### config.mk
export PLATFORM = sky130hd
export DESIGN_NAME = periph_clock_gating_wakeup
export DESIGN_NICKNAME = d
export VERILOG_FILES = /design/src/clk_gate_pkg.sv /design/src/wake_sync.sv /design/src/periph_clock_gating_wakeup.sv
export SDC_FILE = /design/constraint.sdc
export NUM_CORES = 1
export LEC_CHECK = 0
export BUFFER_PORTS_ARGS = -buffer_cell sky130_fd_sc_hd__buf_2
export CAP_MARGIN = 15
export CORE_MARGIN = 8
export CORE_UTILIZATION = 44
export DETAILED_ROUTE_END_ITERATION = 16
export PLACE_DENSITY = 0.73
export SYNTH_ARGS = -nofsm -noshare
export SYNTH_HDL_FRONTEND = slang
export SYNTH_SLANG_ARGS = --single-unit
### constraint.sdc
create_clock -name clock -period 1.5 [get_ports clock]
set_input_delay 0.15 -clock clock [delete_from_list [all_inputs] [get_ports clock]]
set_output_delay 0.15 -clock clock [all_outputs]
set_load 0.02 [all_outputs]
### src/clk_gate_pkg.sv
// constants and types for peripheral clock gating and wake-up control
package clk_gate_pkg;

  // ---------------------------------------------------------------
  // cpu power states
  // ---------------------------------------------------------------
  typedef enum logic [1:0] {
    ST_RUN,
    ST_HALT,
    ST_SLEEP
  } power_state_t;

  // ---------------------------------------------------------------
  // synchroniser depth and reset values
  // ---------------------------------------------------------------
  localparam int   SYNC_STAGES   = 2;
  localparam logic CLK_ON_RESET  = 1'b1;
  localparam logic CLK_OFF_RESET = 1'b0;

endpackage

### src/wake_sync.sv
// two-flop synchroniser bank for wake-up requests
`timescale 1ns/10ps
module wake_sync #(
  parameter int WIDTH = 4
) (
  // clock and reset
  input  wire logic             clock,
  input  wire logic             reset_n,
  // requests
  input  wire logic [WIDTH-1:0] async_in,
  output logic      [WIDTH-1:0] sync_out
);

  logic [WIDTH-1:0] meta_q;

  // ---------------------------------------------------------------
  // first stage feeds only the second stage
  // ---------------------------------------------------------------
  always_ff @(posedge clock or negedge reset_n)
  begin
    if (!reset_n)
    begin
      meta_q   <= '0;
      sync_out <= '0;
    end
    else
    begin
      meta_q   <= async_in;
      sync_out <= meta_q;
    end
  end

endmodule // wake_sync

### src/periph_clock_gating_wakeup.sv
// peripheral clock gate and halt/sleep wake-up controller
`timescale 1ns/10ps
module periph_clock_gating_wakeup
  import clk_gate_pkg::*;
(
  // clock and reset
  input  wire logic clock,
  input  wire logic reset_n,
  // cpu requests
  input  wire logic halt_req,
  input  wire logic sleep_req,
  // software clock settings
  input  wire logic pclk_enable,
  input  wire logic pclk_run_in_halt,
  input  wire logic rtc_running,
  input  wire logic low_speed_osc_periph,
  input  wire logic low_speed_osc_is_sysclk,
  // wake-up sources, may be asynchronous
  input  wire logic port_irq,
  input  wire logic onchip_debugger_break,
  input  wire logic rtc_irq,
  input  wire logic low_speed_osc_periph_irq,
  input  wire logic pclk_periph_irq,
  // clock enables out
  output logic      cpu_core_clock_en,
  output logic      pclk_gated_en,
  output logic      ungated_periph_en,
  output logic      low_speed_osc_en,
  output logic      high_speed_osc_a_en,
  output logic      high_speed_osc_b_en,
  // status
  output logic      halted,
  output logic      sleeping,
  output logic      wake_pulse
);

  import clk_gate_pkg::*;

  // ---------------------------------------------------------------
  // wake request synchronisation
  // ---------------------------------------------------------------
  logic [3:0] wake_raw;
  logic [3:0] wake_sync_w;

  assign wake_raw = {pclk_periph_irq, low_speed_osc_periph_irq, rtc_irq,
                     port_irq | onchip_debugger_break};

  wake_sync #(
    .WIDTH (4)
  ) u_sync (
    .clock    (clock),
    .reset_n  (reset_n),
    .async_in (wake_raw),
    .sync_out (wake_sync_w)
  );

  wire port_wake = wake_sync_w[0];
  wire rtc_wake  = wake_sync_w[1];
  wire low_speed_osc_wake = wake_sync_w[2];
  wire pclk_wake = wake_sync_w[3];

  // ---------------------------------------------------------------
  // state and wake decode
  // ---------------------------------------------------------------
  power_state_t state_q;
  power_state_t state_d;
  logic         sleep_rtc_q;

  wire halt_wake  = port_wake
                  | (rtc_wake & rtc_running)
                  | (low_speed_osc_wake & low_speed_osc_periph
                     & low_speed_osc_is_sysclk)
                  | (pclk_wake & pclk_enable
                     & pclk_run_in_halt);
  // high-speed oscillators are down in sleep, so only port, debugger break and rtc remain
  wire sleep_wake = port_wake
                  | (rtc_wake & sleep_rtc_q);

  always_comb
  begin
    state_d = state_q;
    unique case (state_q)
      ST_RUN:
        if (sleep_req)
          state_d = ST_SLEEP;
        else if (halt_req)
          state_d = ST_HALT;
      ST_HALT:
        if (halt_wake)
          state_d = ST_RUN;
      ST_SLEEP:
        if (sleep_wake)
          state_d = ST_RUN;
      default:
        state_d = ST_RUN;
    endcase
  end

  wire go_run = (state_q != ST_RUN) & (state_d == ST_RUN);
  wire in_run_d   = (state_d == ST_RUN);
  wire in_halt_d  = (state_d == ST_HALT);
  wire in_sleep_d = (state_d == ST_SLEEP);
  wire sleep_rtc_d = (state_q == ST_RUN) ? rtc_running : sleep_rtc_q;

  // ---------------------------------------------------------------
  // clock enable decode
  // ---------------------------------------------------------------
  // cpu clock stops in halt and sleep
  wire cpu_en_d  = in_run_d;
  // gated peripheral group; also stopped in sleep as its source halts
  wire pclk_en_d = pclk_enable & (in_run_d
                 | (in_halt_d & pclk_run_in_halt));
  // ungated group only loses its clock when all oscillators stop
  wire ung_en_d  = ~(in_sleep_d & ~sleep_rtc_d);
  wire low_speed_osc_en_d = ~in_sleep_d | sleep_rtc_d;
  wire osc3_en_d = ~in_sleep_d;

  // ---------------------------------------------------------------
  // registers; all outputs come straight from flops
  // ---------------------------------------------------------------
  always_ff @(posedge clock or negedge reset_n)
  begin
    if (!reset_n)
    begin
      state_q             <= ST_RUN;
      sleep_rtc_q         <= CLK_OFF_RESET;
      cpu_core_clock_en   <= CLK_ON_RESET;
      pclk_gated_en       <= CLK_ON_RESET;
      ungated_periph_en   <= CLK_ON_RESET;
      low_speed_osc_en    <= CLK_ON_RESET;
      high_speed_osc_a_en <= CLK_ON_RESET;
      high_speed_osc_b_en <= CLK_ON_RESET;
      halted              <= CLK_OFF_RESET;
      sleeping            <= CLK_OFF_RESET;
      wake_pulse          <= CLK_OFF_RESET;
    end
    else
    begin
      state_q             <= state_d;
      sleep_rtc_q         <= sleep_rtc_d;
      cpu_core_clock_en   <= cpu_en_d;
      pclk_gated_en       <= pclk_en_d;
      ungated_periph_en   <= ung_en_d;
      low_speed_osc_en    <= low_speed_osc_en_d;
      high_speed_osc_a_en <= osc3_en_d;
      high_speed_osc_b_en <= osc3_en_d;
      halted              <= in_halt_d;
      sleeping            <= in_sleep_d;
      wake_pulse          <= go_run;
    end
  end

endmodule // periph_clock_gating_wakeup

# Word level (Yosys, flattened, before mapping)
# Cells that the tools add are included.
totals:
  reg_bits: 19
  in_bits: 14
  output_inout_bits: 9
classes:
  eq_ne: 4
  mux: 6
  bitwise_logic: 20
  reduce_logical: 3
ops:
  columns: ["cell", "count"]
  rows:
  - ["AND 1 bit", 10]
  - ["two-way mux 2 bit", 4]
  - ["bitwise OR 1 bit", 7]
  - ["one-hot mux 2 bit (3 select lines)", 1]
  - ["equality test 2 x 1 -> 1 bit, second input constant", 2]
  - ["equality test 2 bit, second input constant", 2]
  - ["logical NOT 2 bit", 2]
  - ["NOT 1 bit", 3]
  - ["nonzero test 2 bit", 1]
  - ["two-way mux 1 bit", 1]

# Logic depth before layout (Yosys ltp)
depth:
  ltp_word: 10
  depth_mapped: 4
  depth_no_buf: 4

# By module
# A second synthesis with hierarchy kept.
hier_totals:
  hier_cells: 42
  hier_area_um2: 606.8
by_module_without_submodules:
  columns: ["module", "n_inst", "cells_each", "area_per_inst_um2", "seq_area_each_um2"]
  rows:
  - ["periph_clock_gating_wakeup", 1, 34, 406.6, 255.2]
  - ["wake_sync", 1, 8, 200.2, 200.2]

# Least setup slack after synthesis
# No wires, ideal clock.
synth_timing:
  path_type: "register to register"
  start: "register state_q[1]"
  end: "register low_speed_osc_en"
  setup_ps: 88
  arrival_ps: 1168
  required_ps: 1412
  path_slack_ps: 244
  path_stages_with_launch: 4
  cell_sequence: "dfrtp_1 -> nor2_2 -> mux2_4 -> or3_1"
synth_rtl:
  columns: ["item", "line", "source"]
  rows:
  - ["start, declared", "periph_clock_gating_wakeup.sv:65", "power_state_t state_q;"]
  - ["start signal, assigned", "periph_clock_gating_wakeup.sv:139", "state_q <= state_d;"]
  - ["logical NOT 2 bit", "periph_clock_gating_wakeup.sv:103", "wire sleep_rtc_d = (state_q == ST_RUN) ? rtc_running : sleep_rtc_q;"]
  - ["two-way mux 1 bit", "periph_clock_gating_wakeup.sv:103", null]
  - ["net sleep_rtc_d", "periph_clock_gating_wakeup.sv:103", null]
  - ["bitwise OR 1 bit", "periph_clock_gating_wakeup.sv:115", "wire low_speed_osc_en_d = ~in_sleep_d | sleep_rtc_d;"]
  - ["net low_speed_osc_en_d", "periph_clock_gating_wakeup.sv:115", null]
  - ["end signal, assigned", "periph_clock_gating_wakeup.sv:144", "low_speed_osc_en <= low_speed_osc_en_d;"]
  - ["end, declared", "periph_clock_gating_wakeup.sv:28", "output logic low_speed_osc_en,"]
# The timed path passes the listed nets, and every way through them passes these cells.

# Worst setup path in the final report
# Same ends and word-level chain as after synthesis.

==> metrics.md <==
| Metric | Value |
|---|---|
| # H-tree levels | `1` |
| DR vias | `424` |
| Post-CTS Setup Inserts | `0` |
| R2R Setup Slk | `between 0.15 and 0.2 ns` |
| Core footprint | `0.00130 mm2` |
| Setup TNS | `0 ns` |
| # fillers | `113` |
| Synth Area per Inst | `14.4 um2` |
| Max Slew Vio Count | `0` |
| Total gr overflow | `0` |
| Port-buffer cells | `22` |
| Largest net degree at the start of global routing | `19` |
| Final cycle utilization of the critical path | `0.891` |
| Mapped Area | `slightly above 600 um2` |
| CP endpoint kind | `flop` |
| Global-route wire length before repair | `1900 um` |
| Vias in the first global route | `roughly 480` |
| Post-route ant nets | `0` |
| Critical-path top delay cell | `dfrtp_1` |
| Die W | `53.1 um` |
| #FFs+latches synth | `18` |
| Final Setup Violations | `0` |
| Fin Hold WS | `0.0460 ns` |
| Via density | `4.99` |
| Clk sinks | `18` |
| Die ar. | `0.00282 mm2` |
| Synth warn | `0` |
| Inserted Diodes | `0` |
| Status | `finished clean` |
| Clk root buf | `clkbuf_4` |
| Crit-path cells | `nor2_2, mux2_4, or3_1` |
| Initial DRT Pass Iterations | `3` |
| Final wirelength | `1190 um` |
| Mean routed wirelength per cell | `14.0 um` |
| Crit Reg-Reg Endpoint | `low_speed_osc_en` |
| Distinct cells, synth | `18` |
| Critical path startpoint category | `flop` |
| Syn Inst Count | `42` |
| Die height | `53.1 um` |
| Post-DP HPWL | `between 900 and 1000 um` |
| Share of the synthesized area in the top cell type | `0.577` |
| Clock buffer depth | `2` |
| Max Fanout on Critical Path | `4` |
| CTS tree | `built` |
| Ratio of cells with drive above 1 in the final layout | `0.500` |
| Area leader, netlist | `dfrtp_1` |
| Clock Skews | `0.00562 ns` |
| GPL Wtd Cong | `0.739` |
| Slew @ Worst Pin | `0.381 ns` |
| # DRC | `0` |
| Area growth, synth to finish | `29.7%` |
| Hold path depth | `2` |
| GRT Overall Usage | `0.0926` |
| Worst Path Required | `1.72 ns` |
| Final #Nets | `85` |
| Type of the worst min-delay path | `input port to flop` |
| Total power | `0.981 mW` |
| Number of I/O pins | `23` |
| Static leakage | `0.389 nW` |
| Worst VDD drop | `0.769 mV` |
| Hold Path Sink | `u_sync.meta_q[0]` |
| Hold path start | `port_irq` |
| Starting density of the core | `0.466` |
| Final Hold Vio Count | `0` |
| WP data arrival | `1.56 ns` |
| Max_cap viols | `0` |
| Sequential area share after synthesis | `0.751` |
| Power per standard cell area | `1250 mW/mm2` |
| Minimum clock period | `~1.3 ns` |
| Initial antenna violation count | `0` |
| Unrepaired setup endpoints after global routing | `no` |
| Reg2reg path depth | `3` |
| Clock-pin slew on the worst setup and hold paths | `0.10 ns` |
| Setup slack at placement | `0.184 ns` |
| # rows | `13` |
| Max Clock Freq | `between 0.7 and 0.8 GHz` |
| DRT iter0 DRCs | `4` |
| R2r startpoint | `state_q[1]` |
| Biggest regs | `u_sync.meta_q x4, u_sync.sync_out x4, state_q x2` |
| Syn_nets | `56` |
| Top cells by area, synth | `dfrtp_1 (58%), dfstp_2 (17%), a31o_2 (2.9%)` |
| Crit path kind | `flop to flop` |
| Worst slew margin relative to its limit | `0.746` |
| Worst Setup Slack, final | `0.163 ns` |
| Slowest stage delay, CP | `0.43 ns` |
| Clk_lat worst skew | `just under 0.3 ns` |
| Total CTS buffers | `3` |
| Final core utilization | `0.605` |
cell type report:
class                           count  area [um2]  area share
Multi-Input combinational cell     19         125       0.159
Sequential cell                    18         455       0.579
Timing Repair Buffer               26         150       0.191
Inverter                            3        11.3      0.0143
Tap cell                           15        18.8      0.0238
Clock buffer                        4        26.3      0.0334
how the worst max path moves through the flow:
stage          startpoint               end  slack [ns]  depth (start not counted)
3_5_place_dp   state_q[1]  low_speed_osc_en        0.18                          3
6_report       state_q[1]  low_speed_osc_en        0.16                          3
3_3_place_gp   state_q[0]  low_speed_osc_en        0.22                          3
4_1_cts        state_q[1]  low_speed_osc_en        0.17                          3
2_1_floorplan  state_q[1]  low_speed_osc_en        0.24                          3
5_1_grt        state_q[0]  low_speed_osc_en        0.10                          3
layer usage:
layer / track usage / wire length, um / share of wire
met1: 0.0790 / 420 / 0.35
met5: 0 / 0 / 0
met4: 0.0504 / 12 / 0.010
met2: 0.168 / 578 / 0.49
met3: 0.0476 / 174 / 0.15
kinds of logic (layout without fill, tap and decap cells):
group                  Yosys count  in the layout  synth area share
buffers and inverters            5             33            0.0433
flip-flops                      18             18             0.751
AND/OR/NAND/NOR                 12             12             0.111
multiplexers                     2              2            0.0412
AO/OA/AOI/OAI                    5              5            0.0536
worst max-delay path: cells and delay by family (launching register included):
family	cells	cell delay, ns
flip-flops	1	0.43
multiplexers	1	0.33
AND/OR/NAND/NOR	2	0.52
what timing repair did:
action                     in CTS  in global routing
resized for setup               0                  0
setup endpoints to repair       0                  0
hold buffers                    4                  0
hold endpoints to repair       17                  0
report_power, final:
group | switching, mW | internal [mW] | leakage, nW | total [mW]
clock network | 0.138 | 0.103 | 0.0150 | 0.241
registers | 0.0221 | 0.544 | 0.209 | 0.566
logic | 0.103 | 0.0708 | 0.165 | 0.174
placed cells by master, fill, tap and decap left out:
master,count
o21ai_0,1
clkbuf_1,1
nor2_1,3
buf_2,22
nor3b_1,1
a31o_2,2
nor2_2,1
nor3_1,1
nand3_1,2
mux2_4,1
or2_2,1
dfstp_2,4
inv_1,3
mux2i_1,1
dfrtp_1,14
a21oi_1,2
dlygate4sd3_1,4
or3_1,1
and4_4,1
clkbuf_4,3
nand2_1,1
cells in the mapped netlist:
cell,n
nor2_1,3
nor2_2,1
a31o_2,2
dfrtp_1,14
nor3_1,1
or3_1,1
dfstp_2,4
or2_2,1
and4_4,1
a21oi_1,2
mux2_4,1
nand2_1,1
buf_4,2
inv_1,3
nand3_1,2
mux2i_1,1
nor3b_1,1
o21ai_0,1
metrics by stage:
stage / cells / instance area, um2
after floorplan: 42 / 607
after global placement: 77 / 721
after detailed placement: 77 / 721
after CTS: 85 / 787
after global routing: 85 / 787
final: 85 / 787
(Power assumes the default switching activity.)
